==> src/interval_defs.svh <==
// Register map, field layout, reset values and rates for the interval
// counters. Included by bare name; holds definitions only.
`ifndef INTERVAL_DEFS_SVH
`define INTERVAL_DEFS_SVH

// Register byte offsets
`define OFS_CTRL 12'h000
`define OFS_STATUS 12'h004

// Control register fields
`define CTRL_RUN 0
`define CTRL_TACH_FALL 1
`define CTRL_PERIOD_ZERO 2
`define CTRL_STALE_EN 3
`define CTRL_PH_START_LO 4
`define CTRL_PH_STOP_LO 6
`define CTRL_PH_ZERO 8
`define CTRL_GT_START_LO 9
`define CTRL_GT_STOP_LO 11
`define CTRL_GT_ZERO 13
`define CTRL_MASK 32'h0000_3FFF
`define CTRL_RESET 32'h0000_334C

// Status register fields
`define STAT_PERIOD_LO 0
`define STAT_PHASE_LO 2
`define STAT_GATE_LO 4
`define STAT_TACH_LVL 6
`define STAT_GATE_LVL 7

// Channel list numbers of the three counters
`define CHAN_PERIOD 4
`define CHAN_PHASE 5
`define CHAN_GATE 6

// Clock rates in kHz
`define PCLK_KHZ 20000
`define PERIOD_REF_KHZ 12000
`define FAST_REF_KHZ 48000

// Width of a delivered result
`define RESULT_W 32

`endif

==> src/interval_pkg.sv <==
// Types shared by the interval counter design files.
// Assumes nothing of its surroundings.
package interval_pkg;

   // Measurement state of one counter
   typedef enum logic [1:0] {
      CTR_ARMED,
      CTR_COUNTING,
      CTR_DONE
   } ctr_state_t;

   // Event selection for start and stop of a measurement
   typedef enum logic [1:0] {
      SEL_SAMPLE,
      SEL_RISE,
      SEL_FALL,
      SEL_NONE
   } evt_sel_t;

endpackage

==> src/edge_sync.sv <==
// Two-stage synchroniser and edge detector, one lane per input bit.
// Assumes asynchronous inputs and one clock.
`timescale 1ns/100ps
`default_nettype none

module edge_sync
   import interval_pkg::*;
#(
   parameter int WIDTH = 2
)
(
   input wire logic clk,
   input wire logic rst_n,
   input wire logic [WIDTH-1:0] din,
   output logic [WIDTH-1:0] level,
   output logic [WIDTH-1:0] rise,
   output logic [WIDTH-1:0] fall
);

   initial
   begin
      if (WIDTH < 1) $error("edge_sync: WIDTH must be at least 1");
   end

   genvar i;
   generate
      for (i = 0; i < WIDTH; i++)
      begin : g_lane
         logic meta_reg;
         logic sync_reg;
         logic prev_reg;

         // Two flops, then a history flop for edge detection
         always_ff @(posedge clk or negedge rst_n)
         begin
            if (!rst_n)
            begin
               meta_reg <= 1'b0;
               sync_reg <= 1'b0;
               prev_reg <= 1'b0;
            end
            else
            begin
               meta_reg <= din[i];
               sync_reg <= meta_reg;
               prev_reg <= sync_reg;
            end
         end

         // One pulse per physical edge
         assign level[i] = prev_reg;
         assign rise[i] = sync_reg & ~prev_reg;
         assign fall[i] = ~sync_reg & prev_reg;
      end
   endgenerate

endmodule // edge_sync

`default_nettype wire

==> src/ref_tick_gen.sv <==
// Fractional reference generator: tells how many reference clock periods
// elapse in each system clock period. Assumes REF and CLK in kHz.
`timescale 1ns/100ps
`default_nettype none

`include "interval_defs.svh"

module ref_tick_gen
   import interval_pkg::*;
#(
   parameter int CLK_KHZ = `PCLK_KHZ,
   parameter int REF_KHZ = `PERIOD_REF_KHZ,
   parameter int STEP_W = 2
)
(
   input wire logic clk,
   input wire logic rst_n,
   output logic [STEP_W-1:0] step
);

   localparam int ACC_W = $clog2(CLK_KHZ) + 1;
   localparam int SUM_W = $clog2(CLK_KHZ + REF_KHZ) + 1;
   localparam int MAX_STEP = (REF_KHZ + CLK_KHZ - 1) / CLK_KHZ;

   initial
   begin
      if (CLK_KHZ < 1 || REF_KHZ < 1)
         $error("ref_tick_gen: rates must be positive");
      if (MAX_STEP >= (1 << STEP_W))
         $error("ref_tick_gen: STEP_W too narrow for rate ratio");
   end

   logic [ACC_W-1:0] acc_reg;
   logic [STEP_W-1:0] step_reg;
   logic [SUM_W-1:0] sum;
   logic [SUM_W-1:0] quot;

   // Phase sum and whole reference periods in it
   assign sum = SUM_W'(acc_reg) + SUM_W'(REF_KHZ);
   assign quot = sum / SUM_W'(CLK_KHZ);

   // Keep the remainder, publish the whole periods
   always_ff @(posedge clk or negedge rst_n)
   begin
      if (!rst_n)
      begin
         acc_reg <= '0;
         step_reg <= '0;
      end
      else
      begin
         acc_reg <= ACC_W'(sum - quot * SUM_W'(CLK_KHZ));
         step_reg <= STEP_W'(quot);
      end
   end

   assign step = step_reg;

endmodule // ref_tick_gen

`default_nettype wire

==> src/tacho_gate_interval_counters.sv <==
// Period, phase and gate interval counters read as channel list entries,
// with an APB register slave for configuration and status.
// Assumes tach and gate are asynchronous pins, the sample strobe is a
// one-cycle pulse in the pclk domain, and the channel sequencer presents
// one list entry per pclk cycle in which chan_valid is high.
//
// Register access over APB and the address map are this design's own decisions.
`timescale 1ns/100ps
`default_nettype none

`include "interval_defs.svh"

module tacho_gate_interval_counters
   import interval_pkg::*;
#(
   parameter int ADDR_W = 12,
   parameter int CHAN_W = 4,
   parameter bit EDGE_SELECTABLE = 1'b1
)
(
   input wire logic pclk,
   input wire logic presetn,
   input wire logic psel,
   input wire logic penable,
   input wire logic pwrite,
   input wire logic [ADDR_W-1:0] paddr,
   input wire logic [31:0] pwdata,
   output logic [31:0] prdata,
   output logic pready,
   output logic pslverr,
   input wire logic tach_in,
   input wire logic gate_in,
   input wire logic sample_strobe,
   input wire logic chan_valid,
   input wire logic [CHAN_W-1:0] chan_num,
   output logic res_valid,
   output logic [CHAN_W-1:0] res_chan,
   output logic [`RESULT_W-1:0] res_data
);

   localparam int NCTR = 3;
   localparam int CNT_W = `RESULT_W - 1;
   localparam int STEP_W = 2;

   initial
   begin
      if (ADDR_W < 3)
         $error("tacho_gate_interval_counters: ADDR_W too small");
      if ((1 << CHAN_W) <= `CHAN_GATE)
         $error("tacho_gate_interval_counters: CHAN_W too small");
   end

   ////////////////////////////////////////////////////////////////////////
   // Declarations
   ////////////////////////////////////////////////////////////////////////

   logic [31:0] ctrl_reg;
   logic [31:0] prdata_reg;
   logic pslverr_reg;
   logic res_valid_reg;
   logic [CHAN_W-1:0] res_chan_reg;
   logic [`RESULT_W-1:0] res_data_reg;

   logic [1:0] pin_level;
   logic [1:0] pin_rise;
   logic [1:0] pin_fall;
   logic [STEP_W-1:0] slow_step;
   logic [STEP_W-1:0] fast_step;

   logic run;
   logic stale_en;
   logic tach_fall_sel;
   evt_sel_t ph_start_sel;
   evt_sel_t ph_stop_sel;
   evt_sel_t gt_start_sel;
   evt_sel_t gt_stop_sel;

   logic [NCTR-1:0] start_evt;
   logic [NCTR-1:0] stop_evt;
   logic [NCTR-1:0] read_zero;
   logic [NCTR-1:0] read_hit;
   logic [STEP_W-1:0] ctr_step [NCTR];
   ctr_state_t ctr_state [NCTR];
   logic [`RESULT_W-1:0] ctr_view [NCTR];

   logic setup_phase;
   logic access_wr;
   logic addr_ctrl;
   logic addr_status;
   logic [31:0] status_word;

   ////////////////////////////////////////////////////////////////////////
   // Input conditioning and reference rates
   ////////////////////////////////////////////////////////////////////////

   // Tachometer in lane 0, gate in lane 1
   edge_sync #(
      .WIDTH(2)
   ) u_edge_sync (
      .clk(pclk),
      .rst_n(presetn),
      .din({gate_in, tach_in}),
      .level(pin_level),
      .rise(pin_rise),
      .fall(pin_fall)
   );

   // Reference periods per pclk for the period counter
   ref_tick_gen #(
      .CLK_KHZ(`PCLK_KHZ),
      .REF_KHZ(`PERIOD_REF_KHZ),
      .STEP_W(STEP_W)
   ) u_slow_tick (
      .clk(pclk),
      .rst_n(presetn),
      .step(slow_step)
   );

   // Reference periods per pclk for the phase and gate counters
   ref_tick_gen #(
      .CLK_KHZ(`PCLK_KHZ),
      .REF_KHZ(`FAST_REF_KHZ),
      .STEP_W(STEP_W)
   ) u_fast_tick (
      .clk(pclk),
      .rst_n(presetn),
      .step(fast_step)
   );

   ////////////////////////////////////////////////////////////////////////
   // Control field decode
   ////////////////////////////////////////////////////////////////////////

   // Configuration fields taken from the control register
   assign run = ctrl_reg[`CTRL_RUN];
   assign stale_en = ctrl_reg[`CTRL_STALE_EN];
   assign tach_fall_sel = EDGE_SELECTABLE & ctrl_reg[`CTRL_TACH_FALL];
   assign ph_start_sel = evt_sel_t'(ctrl_reg[`CTRL_PH_START_LO +: 2]);
   assign ph_stop_sel = evt_sel_t'(ctrl_reg[`CTRL_PH_STOP_LO +: 2]);
   assign gt_start_sel = evt_sel_t'(ctrl_reg[`CTRL_GT_START_LO +: 2]);
   assign gt_stop_sel = evt_sel_t'(ctrl_reg[`CTRL_GT_STOP_LO +: 2]);

   // Read-between-measurements choice per counter
   assign read_zero[0] = ctrl_reg[`CTRL_PERIOD_ZERO];
   assign read_zero[1] = ctrl_reg[`CTRL_PH_ZERO];
   assign read_zero[2] = ctrl_reg[`CTRL_GT_ZERO];

   // Count rate per counter
   assign ctr_step[0] = slow_step;
   assign ctr_step[1] = fast_step;
   assign ctr_step[2] = fast_step;

   ////////////////////////////////////////////////////////////////////////
   // Start and stop event selection
   ////////////////////////////////////////////////////////////////////////

   // Pick one event out of sample strobe and the two edges of a pin
   function automatic logic pick_evt(
      input evt_sel_t sel,
      input logic strobe,
      input logic rise_e,
      input logic fall_e
   );
      logic hit;
      hit = 1'b0;
      unique case (sel)
         SEL_SAMPLE: hit = strobe;
         SEL_RISE: hit = rise_e;
         SEL_FALL: hit = fall_e;
         SEL_NONE: hit = 1'b0;
      endcase
      return hit;
   endfunction

   // Period: start and stop on the same chosen tachometer edge
   always_comb
   begin
      start_evt[0] = tach_fall_sel ? pin_fall[0] : pin_rise[0];
      stop_evt[0] = start_evt[0];
   end

   // Phase: independent selection on tachometer edges
   always_comb
   begin
      start_evt[1] = pick_evt(ph_start_sel, sample_strobe, pin_rise[0],
                              pin_fall[0]);
      stop_evt[1] = pick_evt(ph_stop_sel, sample_strobe, pin_rise[0],
                             pin_fall[0]);
   end

   // Gate: independent selection on gate edges
   always_comb
   begin
      start_evt[2] = pick_evt(gt_start_sel, sample_strobe, pin_rise[1],
                              pin_fall[1]);
      stop_evt[2] = pick_evt(gt_stop_sel, sample_strobe, pin_rise[1],
                             pin_fall[1]);
   end

   // A channel list entry naming a counter reads it
   assign read_hit[0] = chan_valid && chan_num == CHAN_W'(`CHAN_PERIOD);
   assign read_hit[1] = chan_valid && chan_num == CHAN_W'(`CHAN_PHASE);
   assign read_hit[2] = chan_valid && chan_num == CHAN_W'(`CHAN_GATE);

   ////////////////////////////////////////////////////////////////////////
   // The three interval counters
   ////////////////////////////////////////////////////////////////////////

   genvar i;
   generate
      for (i = 0; i < NCTR; i++)
      begin : g_ctr
         ctr_state_t state_reg;
         logic [CNT_W-1:0] cnt_reg;
         logic [CNT_W-1:0] last_reg;
         logic [CNT_W:0] cnt_sum;
         logic [CNT_W-1:0] cnt_next;

         // Saturating count advance by the reference step
         assign cnt_sum = {1'b0, cnt_reg} + (CNT_W + 1)'(ctr_step[i]);
         assign cnt_next = cnt_sum[CNT_W] ? '1 : cnt_sum[CNT_W-1:0];

         // Measurement sequence: armed, counting, done until read
         always_ff @(posedge pclk or negedge presetn)
         begin
            if (!presetn)
               state_reg <= CTR_ARMED;
            else if (!run)
               state_reg <= CTR_ARMED;
            else
            begin
               unique case (state_reg)
                  CTR_ARMED:
                     if (start_evt[i])
                        state_reg <= CTR_COUNTING;
                  CTR_COUNTING:
                     if (stop_evt[i])
                        state_reg <= CTR_DONE;
                  CTR_DONE:
                     if (read_hit[i])
                        state_reg <= CTR_ARMED;
               endcase
            end
         end

         // Running count; stays frozen while done
         always_ff @(posedge pclk or negedge presetn)
         begin
            if (!presetn)
               cnt_reg <= '0;
            else if (state_reg == CTR_ARMED)
               cnt_reg <= '0;
            else if (state_reg == CTR_COUNTING && !stop_evt[i])
               cnt_reg <= cnt_next;
         end

         // Completed result kept for reads between measurements
         always_ff @(posedge pclk or negedge presetn)
         begin
            if (!presetn)
               last_reg <= '0;
            else if (run && state_reg == CTR_COUNTING && stop_evt[i])
               last_reg <= cnt_reg;
         end

         // Value a read returns: fresh result or the in-between value
         always_comb
         begin
            if (state_reg == CTR_DONE)
               ctr_view[i] = {1'b0, cnt_reg};
            else if (read_zero[i])
               ctr_view[i] = {stale_en, {CNT_W{1'b0}}};
            else
               ctr_view[i] = {stale_en, last_reg};
         end

         assign ctr_state[i] = state_reg;
      end
   endgenerate

   ////////////////////////////////////////////////////////////////////////
   // Channel stream answer
   ////////////////////////////////////////////////////////////////////////

   // One registered answer per counter entry of the channel list
   always_ff @(posedge pclk or negedge presetn)
   begin
      if (!presetn)
      begin
         res_valid_reg <= 1'b0;
         res_chan_reg <= '0;
         res_data_reg <= '0;
      end
      else
      begin
         res_valid_reg <= |read_hit;
         res_chan_reg <= chan_num;
         if (read_hit[0])
            res_data_reg <= ctr_view[0];
         else if (read_hit[1])
            res_data_reg <= ctr_view[1];
         else if (read_hit[2])
            res_data_reg <= ctr_view[2];
      end
   end

   assign res_valid = res_valid_reg;
   assign res_chan = res_chan_reg;
   assign res_data = res_data_reg;

   ////////////////////////////////////////////////////////////////////////
   // APB slave
   ////////////////////////////////////////////////////////////////////////

   // Transfer phases and address decode
   assign setup_phase = psel && !penable;
   assign access_wr = psel && penable && pwrite;
   assign addr_ctrl = paddr == ADDR_W'(`OFS_CTRL);
   assign addr_status = paddr == ADDR_W'(`OFS_STATUS);

   // Status word: counter states and synchronised pin levels
   always_comb
   begin
      status_word = '0;
      status_word[`STAT_PERIOD_LO +: 2] = ctr_state[0];
      status_word[`STAT_PHASE_LO +: 2] = ctr_state[1];
      status_word[`STAT_GATE_LO +: 2] = ctr_state[2];
      status_word[`STAT_TACH_LVL] = pin_level[0];
      status_word[`STAT_GATE_LVL] = pin_level[1];
   end

   // Control register write in the access phase
   always_ff @(posedge pclk or negedge presetn)
   begin
      if (!presetn)
         ctrl_reg <= `CTRL_RESET;
      else if (access_wr && addr_ctrl)
         ctrl_reg <= pwdata & `CTRL_MASK;
   end

   // Read data and error prepared in the setup phase
   always_ff @(posedge pclk or negedge presetn)
   begin
      if (!presetn)
      begin
         prdata_reg <= '0;
         pslverr_reg <= 1'b0;
      end
      else if (setup_phase)
      begin
         pslverr_reg <= !(addr_ctrl || addr_status);
         if (pwrite)
            prdata_reg <= '0;
         else if (addr_ctrl)
            prdata_reg <= ctrl_reg;
         else if (addr_status)
            prdata_reg <= status_word;
         else
            prdata_reg <= '0;
      end
   end

   // Zero-wait answer; data and error only shown while ready
   assign pready = psel && penable;
   assign prdata = pready ? prdata_reg : '0;
   assign pslverr = pready && pslverr_reg;

endmodule // tacho_gate_interval_counters

`default_nettype wire

==> config.mk <==
export PLATFORM = sky130hd
export DESIGN_NAME = tacho_gate_interval_counters
export DESIGN_NICKNAME = d
export VERILOG_FILES = /design/src/interval_pkg.sv /design/src/edge_sync.sv /design/src/ref_tick_gen.sv /design/src/tacho_gate_interval_counters.sv
export VERILOG_INCLUDE_DIRS = /design/src /design/src/src
export SDC_FILE = /design/constraint.sdc
export NUM_CORES = 1
export LEC_CHECK = 0
export BUFFER_PORTS_ARGS = -buffer_cell sky130_fd_sc_hd__buf_2
export CAP_MARGIN = 20
export CELL_PAD_IN_SITES_DETAIL_PLACEMENT = 0
export CELL_PAD_IN_SITES_GLOBAL_PLACEMENT = 1
export CORE_UTILIZATION = 43
export CTS_CLUSTER_DIAMETER = 80
export DETAILED_ROUTE_END_ITERATION = 12
export GPL_ROUTABILITY_DRIVEN = 0
export PLACE_DENSITY = 0.8
export SLEW_MARGIN = 25
export SYNTH_ARGS = -nofsm -noshare
export SYNTH_HDL_FRONTEND = slang
export SYNTH_SLANG_ARGS = --single-unit
==> constraint.sdc <==
create_clock -name pclk -period 7.05 [get_ports pclk]
set_input_delay 1.41 -clock pclk [delete_from_list [all_inputs] [get_ports pclk]]
set_output_delay 1.41 -clock pclk [all_outputs]
set_load 0.05 [all_outputs]
Word level (Yosys, flattened, before mapping)
Cells that the tools add are included.

Multipliers: 2. Div/mod/pow operators: 2. Equality and inequality tests: 31. Multiplexer cells: 42. Bitwise gates (word level): 8. $add $sub $neg: 7. Reductions and logical operators: 39.

Operators with widths (count): two-way mux 31 bit (12); two-way mux 32 bit (7); adder 31 x 2 -> 32 bit (3); subtractor 16 bit (2); two-way mux 14 bit (2); inequality test 3 bit (second input constant) (9); two-way mux 2 bit (12); equality test 2 bit (second input constant) (11); divider 18 x 15 -> 18 bit (second input constant) (1); multiplier 18 x 10 -> 11 bit (second input constant) (1); one-hot mux 2 bit (3 select lines) (3); adder 16 x 16 -> 17 bit (second input constant) (1); logical AND 1 bit (17); adder 16 x 14 -> 16 bit (second input constant) (1); divider 16 x 15 -> 16 bit (second input constant) (1); multiplier 16 x 10 -> 11 bit (second input constant) (1); one-hot mux 1 bit (4 select lines) (4); equality test 2 x 1 -> 1 bit (second input constant) (7); zero test 2 bit (7); equality test 12 x 3 -> 1 bit (second input constant) (1); equality test 4 x 3 -> 1 bit (second input constant) (3); zero test 12 bit (1); AND reduction 3 bit (3); two-way mux 8 bit (1); 8 further kinds (20).

Logic and storage cells: 156. Output and inout port bits: 71. Register bits after elaboration: 318. Input bits: 57.

Longest topological paths before layout
Gate-level depths: netlist of the first run.

Word-level depth: 7. Mapped depth: 37. Mapped depth without buffers: 35.

Hierarchy
From an unflattened synthesis of the first run, not the netlist that was laid out.

Cell total of the unflattened synthesis: 1692. Area, all modules: 16863.7 um^2.

By module, submodules not included: tacho_gate_interval_counters (instances 1, seq. area each 6465.0 um^2, area an instance 13389.1 um^2, cells an instance 1293); ref_tick_gen (u_fast_tick) (instances 1, seq. area each 325.3 um^2, area an instance 1851.8 um^2, cells an instance 218); ref_tick_gen (u_slow_tick) (instances 1, seq. area each 325.3 um^2, area an instance 1422.6 um^2, cells an instance 169); edge_sync (instances 1, seq. area each 150.1 um^2, area an instance 200.2 um^2, cells an instance 12).

Worst setup path after synthesis of the first run
Ideal clock, no wire load.

Path kind: reg2reg. From: reg u_fast_tick.acc_reg[7]. To: reg u_fast_tick.acc_reg[15]. Slack: 0.484 ns. Cell stages (with the launch flop): 33. Library setup time: 0.080 ns. Path buffers: 2. Period minus slack after synthesis: 6.566 ns. Required time: 6.970 ns. Arrival time: 6.486 ns. Cells stage by stage: dfrtp_1 buf_2 inv_1 ha_1 xnor2_2 inv_2 nor2_4 a211oi_4 or2_0 clkbuf_1 and3_1 o31ai_1 a2bb2o_4 a21o_1 inv_2 ha_1 and3_1 o31ai_1 a221o_1 a211oi_1 o211ai_1 nand4_1 o2111ai_1 fa_1 ha_1 ha_1 ha_1 ha_1 inv_1 ha_1 a21oi_1 xnor2_1 xnor2_1.

Longest elaborated chain between the ends: 4.

RTL lines: start: declaration (RTL line ref_tick_gen.sv:33) `logic [ACC_W-1:0] acc_reg;`; start signal: assignment (RTL line ref_tick_gen.sv:52) `acc_reg <= ACC_W'(sum - quot * SUM_W'(CLK_KHZ));`; adder 16 x 16 -> 17 bit (RTL line ref_tick_gen.sv:39) `assign sum = SUM_W'(acc_reg) + SUM_W'(REF_KHZ);`; divider 18 x 15 -> 18 bit (RTL line ref_tick_gen.sv:40) `assign quot = sum / SUM_W'(CLK_KHZ);`; net u_fast_tick.quot[1] (RTL line ref_tick_gen.sv:36) `logic [SUM_W-1:0] quot;`; multiplier 18 x 10 -> 11 bit (RTL line ref_tick_gen.sv:52); subtractor 16 bit (RTL line ref_tick_gen.sv:52).

The timed path passes the listed nets, and every way through them passes these cells. A chain may end at the register's enable or synchronous reset.

Worst setup path in the final report of the first run
Same ends and word-level chain as after synthesis.

==> results of run 1 <==
## metal layers
metal,wire (um),GRT usage [%],vias to the layer above,share of wire (%)
met3,2250,2.89,75,5.3
met4,1290,8.15,0,3.0
met2,20000,36.0,384,47
met1,19000,30.6,6593,45
li1,-,-,6213,-
met5,0,0,-,0
## layout make-up
| class | instances | share of cell area (%) |
|---|---|---|
| Timing Repair Buffer | 119 | 3.74 |
| Inverter | 54 | 1.11 |
| Clock inverter | 12 | 0.911 |
| Tap cell | 511 | 3.47 |
| Clock buffer | 48 | 5.35 |
| Sequential cell | 290 | 39.5 |
| Multi-Input combinational cell | 1218 | 46.0 |
## worst max-delay path, delay by kind of cell (launching register included)
kind                       cells  cell delay, ns
AOI/OAI and AO/OA             12            2.31
xor gates and xnor gates       3            0.49
adders and majority gates      7            1.94
buffers and inverters          6            0.84
DFF                            1            0.37
and+or+nand+nor                5            0.59
## per-stage QoR
step           cells  worst slack (ns)  power (uW)
6_report        2252             0.416        3640
5_1_grt         2252            0.0201        3760
4_1_cts         2252             0.413        3690
3_5_place_dp    2192             0.449        1860
3_3_place_gp    2192             0.455        1860
2_1_floorplan   1678             0.484        1800
## final timing paths
path / startpoint / to / slack (ns) / cells after the start
max in group asynchronous: presetn / g_ctr[2].cnt_reg[3] / 4.71 / 2
hold / removal: u_edge_sync.g_lane[1].meta_reg / u_edge_sync.g_lane[1].sync_reg / 0.35 / 0
hold reg to reg: u_edge_sync.g_lane[1].meta_reg / u_edge_sync.g_lane[1].sync_reg / 0.35 / 0
setup / recovery: u_fast_tick.acc_reg[7] / u_fast_tick.acc_reg[15] / 0.42 / 33
min in group asynchronous: presetn / prdata_reg[12] / 0.93 / 1
setup reg to reg: u_fast_tick.acc_reg[7] / u_fast_tick.acc_reg[15] / 0.42 / 33
## cell usage in the layout, fill, tap and decap left out, types with 10 or more instances in the layout
cell,n
a211oi_1,57
a21o_1,36
a21oi_1,84
a221oi_1,62
a311oi_1,25
a31oi_1,13
and2_1,16
and3_1,44
buf_2,90
buf_4,27
clkbuf_16,35
conb_1,18
dfrtp_1,283
ha_1,54
inv_1,49
mux2_2,110
mux2i_1,16
nand2_1,105
nand2b_1,14
nand3_1,123
nand4_1,10
nor2_1,117
nor2b_1,14
nor3_1,53
o21ai_0,60
or3_1,11
xnor2_1,24
xor2_1,13
## power groups by stage
stage | Combinational, uW | Sequential, uW | Clock [uW]
after floorplan | 60.3 | 1740 | 0
final | 145 | 1680 | 1810
after CTS | 148 | 1680 | 1860
after global placement | 146 | 1710 | 0
after global routing | 158 | 1680 | 1920
after detailed placement | 148 | 1710 | 0
## logic make-up after synthesis
| kind of cell | count (synthesis) |
|---|---|
| xor+xnor | 42 |
| simple gates | 557 |
| fa+ha+maj | 62 |
| other cells | 1 |
| buf+inv | 170 |
| compound gates | 412 |
| mux | 127 |
| flops | 290 |
## timing repair
action                                  in CTS  in global routing
buffers inserted                             0                  0
endpoints found under the setup margin       0                  1
resized for setup                            0                  2
==> flow_metrics.env, run 1 <==
export IMPL_end_kind="register"
export IMPL_cell_internal_pwr_uw=2800
export IMPL_p_comb_share_pct=4.0
export IMPL_dr_total_vias=13300
export IMPL_critical_path_class="reg2reg"
export IMPL_synth_common_cells="283 x dfrtp_1, 123 x nand3_1, 121 x nor2_1"
export IMPL_cts_tree="built"
export IMPL_fmax_mhz=151
export IMPL_synth_xor_area_share_pct=2.55
export IMPL_p_sw_uw=844
export IMPL_start_kind="register"
export IMPL_synth_top_area_cell="dfrtp_1"
export IMPL_run_status="complete, no violations"
export IMPL_maxSlewHeadroom_pct=32.7
export IMPL_drv_cap=0
export IMPL_pin_count=128
export IMPL_synth_top_family_by_area="compound AO/OA/AOI/OAI gates"
export IMPL_p_leak_uw=0.00848
export IMPL_crit_fanout=11
export IMPL_irDropWorstVdd_uv=130
export IMPL_crit_slowest_cell="fa_1"
export IMPL_fillers=3458
export IMPL_place_area_um2=17200
export IMPL_synthesis_area_um2=16300
export IMPL_synth_compound_area_share_pct=18.0
export IMPL_synthMuxAreaShare_pct=8.65
export IMPL_fin_util_pct=49.1
export IMPL_fin_crit_ns=6.63
export IMPL_synth_edf_count=0
export IMPL_h_tree_depth=2
export IMPL_yosysSeqAreaShare_pct=44.5
export IMPL_postSynthAreaPerCell_um2=9.84
export IMPL_cpMostUsedCell="ha_1"
export IMPL_ant_nets=0
export IMPL_die_area_um2=38800
export IMPL_hold_ws_ns=0.347
export IMPL_synth_top_cell_area_share_pct=43.3
export IMPL_skew_ns=0.0253
export IMPL_clock_latency_ns=0.54
export IMPL_clock_path_buffers=3
export IMPL_grt_setup_unrepaired="false"
export IMPL_synthArstFlopShare_pct=100
export IMPL_viasPerCell=5.89
export IMPL_worstPathRequired_ns=7.50
export IMPL_clockPowerShare_pct=49.8
export IMPL_ys_warn_count=0
export IMPL_nNetsFinal=1836
export IMPL_critPathMaxStageDelay_ns=0.45
export IMPL_clock_sinks=290
export IMPL_drc=0
export IMPL_wl_per_cell_um=18.9
export IMPL_overflow=0
export IMPL_first_pass_iters=7
export IMPL_cts_root_buf="clkbuf_16"
export IMPL_grt_max_degree=170
export IMPL_finalCritPeriodShare_pct=94.1
export IMPL_synth_simple_area_share_pct=16.9
export IMPL_maxSlewViolCount=0
export IMPL_synth_ff_type="dfrtp_1"
export IMPL_num_rows=71
export IMPL_fin_tns_setup_ns=0
export IMPL_multi_input_area_um2=8460
export IMPL_coreArea_um2=37500
export IMPL_grt_pass1_wl_um=69300
export IMPL_seq_power_share_pct=46.2
export IMPL_cts_buffers=34
export IMPL_hold_violations=0
export IMPL_power_density_nw_per_um2=198
export IMPL_switching_share_pct=23.2
export IMPL_finish_instance_area_um2=18400
export IMPL_synthTopCellsByArea="dfrtp_1 43%, mux2_2 7.6%, ha_1 4.2%, nand3_1 3.8%, a221oi_1 3.3%"
export IMPL_hold_buffers=0
export IMPL_track_usage_pct=22.3
export IMPL_synth_cell_types=81
export IMPL_grt_pass1_vias=12800
export IMPL_drive_above_1_share_pct=19.0
export IMPL_start_util_pct=43.6
export IMPL_finalSetupViolations=0
export IMPL_worst_pin_slew_ns=1.01
export IMPL_die_h_um=197
export IMPL_ys_seq_elements=290
export IMPL_clkTransAtPathRegs_ns=0.06
export IMPL_die_w_um=197
export IMPL_routed_wl_um=42500
export IMPL_hold_class="reg2reg"
export IMPL_synth_most_common_cell="dfrtp_1"
export IMPL_cp_arrival_ns=7.09
export IMPL_n_antenna_cell=0
export IMPL_area_delta_synth_final_pct=12.7
export IMPL_synth_fa_ha_area_share_pct=5.07
export IMPL_drtIter0Drc=876
export IMPL_netlist_instances=1661
export IMPL_post_dp_hpwl_um=28100
export IMPL_antenna_found_initial=0
export IMPL_portBuffers=91
export IMPL_ff_latch_area_um2=7270
No activity file was read; power rests on OpenSTA's default activity.
==> run 2, diff against run 1 <==
--- a/config.mk
+++ b/config.mk
@@ -15,6 +15,7 @@
 export DETAILED_ROUTE_END_ITERATION = 12
 export GPL_ROUTABILITY_DRIVEN = 0
 export PLACE_DENSITY = 0.8
+export SETUP_SLACK_MARGIN = 0.5
 export SLEW_MARGIN = 25
 export SYNTH_ARGS = -nofsm -noshare
 export SYNTH_HDL_FRONTEND = slang
==> flow_metrics.env, run 2 (synthesis results as in run 1) <==
export IMPL_drive_above_1_share_pct=20.5
export IMPL_drv_cap=0
export IMPL_fillers=3468
export IMPL_post_dp_hpwl_um=28000
export IMPL_ant_nets=0
export IMPL_hold_violations=0
export IMPL_start_kind="register"
export IMPL_area_delta_synth_final_pct=14.8
export IMPL_finish_instance_area_um2=18800
export IMPL_cts_root_buf="clkbuf_16"
export IMPL_multi_input_area_um2=8560
export IMPL_drtIter0Drc=1069
export IMPL_fin_crit_ns=6.30
export IMPL_finalSetupViolations=0
export IMPL_die_h_um=197
export IMPL_power_density_nw_per_um2=203
export IMPL_fin_tns_setup_ns=0
export IMPL_hold_buffers=0
export IMPL_end_kind="register"
export IMPL_pin_count=128
export IMPL_n_antenna_cell=0
export IMPL_hold_class="reg2reg"
export IMPL_mostFrequentLayoutCells="282 x dfrtp_1, 123 x nand3_1, 116 x nor2_1"
export IMPL_grt_max_degree=170
export IMPL_irDropWorstVdd_uv=170
export IMPL_reg2reg_slack_ns=0.75
export IMPL_critPathMaxStageDelay_ns=0.43
export IMPL_critical_path_class="reg2reg"
export IMPL_portBuffers=91
export IMPL_antenna_found_initial=0
export IMPL_h_tree_depth=2
export IMPL_cp_arrival_ns=6.75
export IMPL_fmax_mhz=159
export IMPL_ff_latch_area_um2=7270
export IMPL_dr_total_vias=13300
export IMPL_clock_sinks=290
export IMPL_drc=0
export IMPL_grt_pass1_vias=12800
export IMPL_cpMostUsedCell="ha_1"
export IMPL_p_leak_uw=0.00861
export IMPL_viasPerCell=5.87
export IMPL_clkTransAtPathRegs_ns=0.06
export IMPL_num_rows=71
export IMPL_clock_path_buffers=3
export IMPL_place_area_um2=17300
export IMPL_track_usage_pct=22.2
export IMPL_maxSlewHeadroom_pct=33.4
export IMPL_worst_pin_slew_ns=0.998
export IMPL_wl_per_cell_um=18.7
export IMPL_final_common_cell="dfrtp_1"
export IMPL_worstPathRequired_ns=7.50
export IMPL_die_w_um=197
export IMPL_grt_pass1_wl_um=69300
export IMPL_crit_slowest_cell="dfrtp_2"
export IMPL_skew_ns=0.0229
export IMPL_cts_tree="built"
export IMPL_overflow=0
export IMPL_cts_buffers=35
export IMPL_start_util_pct=43.6
export IMPL_routed_wl_um=42500
export IMPL_first_pass_iters=8
export IMPL_coreArea_um2=37500
export IMPL_nNetsFinal=1850
export IMPL_run_status="complete, no violations"
export IMPL_crit_fanout=5
export IMPL_die_area_um2=38800
export IMPL_clock_latency_ns=0.54
export IMPL_finalCritPeriodShare_pct=89.4
export IMPL_grt_setup_unrepaired="false"
export IMPL_maxSlewViolCount=0
run 2: timing repair:
| action | 4_1_cts | 5_1_grt |
|---|---|---|
| setup endpoints to repair | 1 | 2 |
| resized for setup | 2 | 23 |
| buffers inserted | 2 | 11 |
| pin swaps | 1 | 11 |
| hold endpoints to repair | 0 | 0 |
run 2: power by group:
part	leakage, uW	internal (uW)	switching (uW)	total, uW
Sequential	0.00393	1680	6.39	1680
Clock	0.000613	1230	748	1980
Combinational	0.00408	27.8	116	144
run 2: cell type report:
class | count | share of cell area (%)
Multi-Input combinational cell | 1218 | 45.6
Clock buffer | 43 | 5.10
Inverter | 54 | 1.10
Tap cell | 511 | 3.41
Timing Repair Buffer | 132 | 4.34
Clock inverter | 20 | 1.67
Sequential cell | 290 | 38.7
run 2: worst paths after layout:
path	end	depth (start not counted)	startpoint
setup reg to reg	u_fast_tick.acc_reg[15]	31	u_fast_tick.acc_reg[8]
hold / removal	u_edge_sync.g_lane[0].sync_reg	0	u_edge_sync.g_lane[0].meta_reg
setup / recovery	u_fast_tick.acc_reg[15]	31	u_fast_tick.acc_reg[8]
hold reg to reg	u_edge_sync.g_lane[0].sync_reg	0	u_edge_sync.g_lane[0].meta_reg
min in group asynchronous	res_data[30]	1	presetn
max in group asynchronous	g_ctr[2].last_reg[3]	2	presetn
run 2: critical path, delay by kind of cell (launching register included):
family / cells / cell delay, ns
adders and majority gates: 8 / 2.16
AOI/OAI and AO/OA: 11 / 1.98
and+or+nand+nor: 4 / 0.84
buffers and inverters: 6 / 0.53
DFF: 1 / 0.43
xor gates and xnor gates: 2 / 0.28
run 2: layer usage:
layer | vias up | track usage (%) | part of all wire [%]
li1 | 6254 | - | -
met1 | 6586 | 30.5 | 44
met2 | 406 | 36.4 | 48
met3 | 62 | 3.03 | 5.5
met4 | 0 | 6.63 | 2.3
met5 | - | 0 | 0
run 2: through the flow:
stage          hold slack, ns  setup slack (ns)  cells  util, %  power [uW]
2_1_floorplan           0.331             0.544   1678        -        1800
3_3_place_gp            0.336             0.575   2192     46.1        1860
3_5_place_dp            0.337             0.459   2192     46.1        1860
4_1_cts                 0.370             0.556   2257     49.5        3840
5_1_grt                 0.380             0.456   2268     50.0        3920
6_report                0.365             0.751   2268     50.0        3810
==> run 3, diff against run 2 <==
==> constraint.sdc (replaced) <==
create_clock -name pclk -period 5.35 [get_ports pclk]
set_input_delay 1.07 -clock pclk [delete_from_list [all_inputs] [get_ports pclk]]
set_output_delay 1.07 -clock pclk [all_outputs]
set_load 0.05 [all_outputs]
==> flow_metrics.env, run 3 (synthesis results as in run 1) <==
export IMPL_drc=2
export IMPL_hold_violations=0
export IMPL_die_w_um=197
export IMPL_ant_nets=0
export IMPL_maxSlewHeadroom_pct=34.8
export IMPL_cts_root_buf="clkbuf_16"
export IMPL_grtUsageMet3_pct=2.70
export IMPL_setup_ws_ns=-0.453
export IMPL_dr_total_vias=13600
export IMPL_nNetsFinal=1935
export IMPL_coreArea_um2=37500
export IMPL_clock_latency_ns=0.59
export IMPL_finalSetupViolations=4
export IMPL_crit_fanout=4
export IMPL_cp_num_cells=31
export IMPL_finalCritPeriodShare_pct=108
export IMPL_irDropWorstVdd_uv=276
export IMPL_cpLargestDelayFamily="compound AO/OA/AOI/OAI gates"
export IMPL_clock_sinks=290
export IMPL_power_density_nw_per_um2=235
export IMPL_p_leak_uw=0.00898
export IMPL_fin_tns_setup_ns=-1.11
export IMPL_reg2reg_slack_ns=-0.45
export IMPL_crit_slowest_cell="fa_2"
export IMPL_clock_path_buffers=3
export IMPL_place_area_um2=18100
export IMPL_num_rows=71
export IMPL_clkTransAtPathRegs_ns=0.06
export IMPL_crit_path_end="u_fast_tick.acc_reg[15]"
export IMPL_hold_buffers=0
export IMPL_hold_class="reg2reg"
export IMPL_startpoint="u_fast_tick.acc_reg[7]"
export IMPL_overflow=0
export IMPL_wl_per_cell_um=18.3
export IMPL_start_kind="register"
export IMPL_met2_usage_pct=36.4
export IMPL_drv_cap=0
export IMPL_cts_buffers=31
export IMPL_grt_setup_unrepaired="true"
export IMPL_routed_wl_um=43000
export IMPL_pin_count=128
export IMPL_n_antenna_cell=0
export IMPL_worstPathRequired_ns=5.86
export IMPL_drtIter0Drc=916
export IMPL_rr_worst_depth=31
export IMPL_run_status="complete, but fails checks"
export IMPL_reg2reg_from="u_fast_tick.acc_reg[7]"
export IMPL_grt_pass1_wl_um=69500
export IMPL_die_h_um=197
export IMPL_r2r_end="u_fast_tick.acc_reg[15]"
export IMPL_die_area_um2=38800
export IMPL_cts_tree="built"
export IMPL_critical_path_class="reg2reg"
export IMPL_top_usage_layer="met2"
export IMPL_track_usage_pct=22.2
export IMPL_h_tree_depth=1
export IMPL_final_common_cell="dfrtp_1"
export IMPL_finish_instance_area_um2=19600
export IMPL_start_util_pct=43.6
export IMPL_grt_max_degree=98
export IMPL_violations="design-rule violations, negative setup slack"
export IMPL_drive_above_1_share_pct=27.0
export IMPL_cpMostUsedCell="ha_4"
export IMPL_post_dp_hpwl_um=29400
export IMPL_area_delta_synth_final_pct=20.3
export IMPL_viasPerCell=5.79
export IMPL_grt_pass1_vias=13200
export IMPL_critPathMaxStageDelay_ns=0.61
export IMPL_path_buf_inv=4
export IMPL_first_pass_iters=10
export IMPL_end_kind="register"
export IMPL_worst_pin_slew_ns=0.976
export IMPL_skew_ns=0.0153
export IMPL_portBuffers=91
export IMPL_met1_usage_pct=30.5
export IMPL_fin_crit_ns=5.80
export IMPL_antenna_found_initial=0
export IMPL_cp_arrival_ns=6.31
export IMPL_maxSlewViolCount=0
export IMPL_mostFrequentLayoutCells="283 x dfrtp_1, 121 x nand3_1, 118 x buf_4"
export IMPL_fmax_mhz=172
## run 3: stage by stage
stage | hold slack [ns] | setup slack (ns) | utilization [%] | power [uW] | std cells
2_1_floorplan | 0.331 | -0.569 | - | 2370 | 1678
3_5_place_dp | 0.339 | -0.562 | 48.2 | 2450 | 2270
4_1_cts | 0.354 | -0.413 | 51.6 | 4670 | 2335
5_1_grt | 0.354 | -0.708 | 52.4 | 4770 | 2350
3_3_place_gp | 0.337 | -0.467 | 48.2 | 2450 | 2270
6_report | 0.352 | -0.453 | 52.4 | 4620 | 2350
## run 3: cell type report
type                            instances  area (um^2)
Inverter                               54          219
Clock buffer                           49          923
Multi-Input combinational cell       1218         8970
Clock inverter                          7          125
Sequential cell                       290         7270
Fill cell                            3352        17800
Timing Repair Buffer                  221         1500
Tap cell                              511          639
## run 3: where the power goes
part           internal, uW  leakage (uW)  switching, uW  total (uW)
combinational          37.2       0.00454            154         191
sequential             2210       0.00393           7.85        2220
clock                  1320      0.000515            892        2210
## run 3: repair_timing
action | CTS | global route
setup endpoints to repair | 15 | 14
pin swaps | 24 | 36
buffers inserted | 9 | 15
gates resized for setup | 34 | 40
endpoints found under the hold margin | 0 | 0
## run 3: per-layer routing
layer,routed length [um],vias up
met5,0,-
met3,2280,65
met2,20300,438
met4,1040,0
met1,19300,6691
li1,-,6411
## run 3: worst min path at each step
stage	startpoint	end	slack, ns	cells after the start
4_1_cts	u_edge_sync.g_lane[1].meta_reg	u_edge_sync.g_lane[1].sync_reg	0.35	0
3_5_place_dp	u_edge_sync.g_lane[0].meta_reg	u_edge_sync.g_lane[0].sync_reg	0.34	0
2_1_floorplan	u_edge_sync.g_lane[0].meta_reg	u_edge_sync.g_lane[0].sync_reg	0.33	0
6_report	u_edge_sync.g_lane[1].meta_reg	u_edge_sync.g_lane[1].sync_reg	0.35	0
3_3_place_gp	u_edge_sync.g_lane[1].meta_reg	u_edge_sync.g_lane[1].sync_reg	0.34	0
5_1_grt	u_edge_sync.g_lane[1].meta_reg	u_edge_sync.g_lane[1].sync_reg	0.35	0
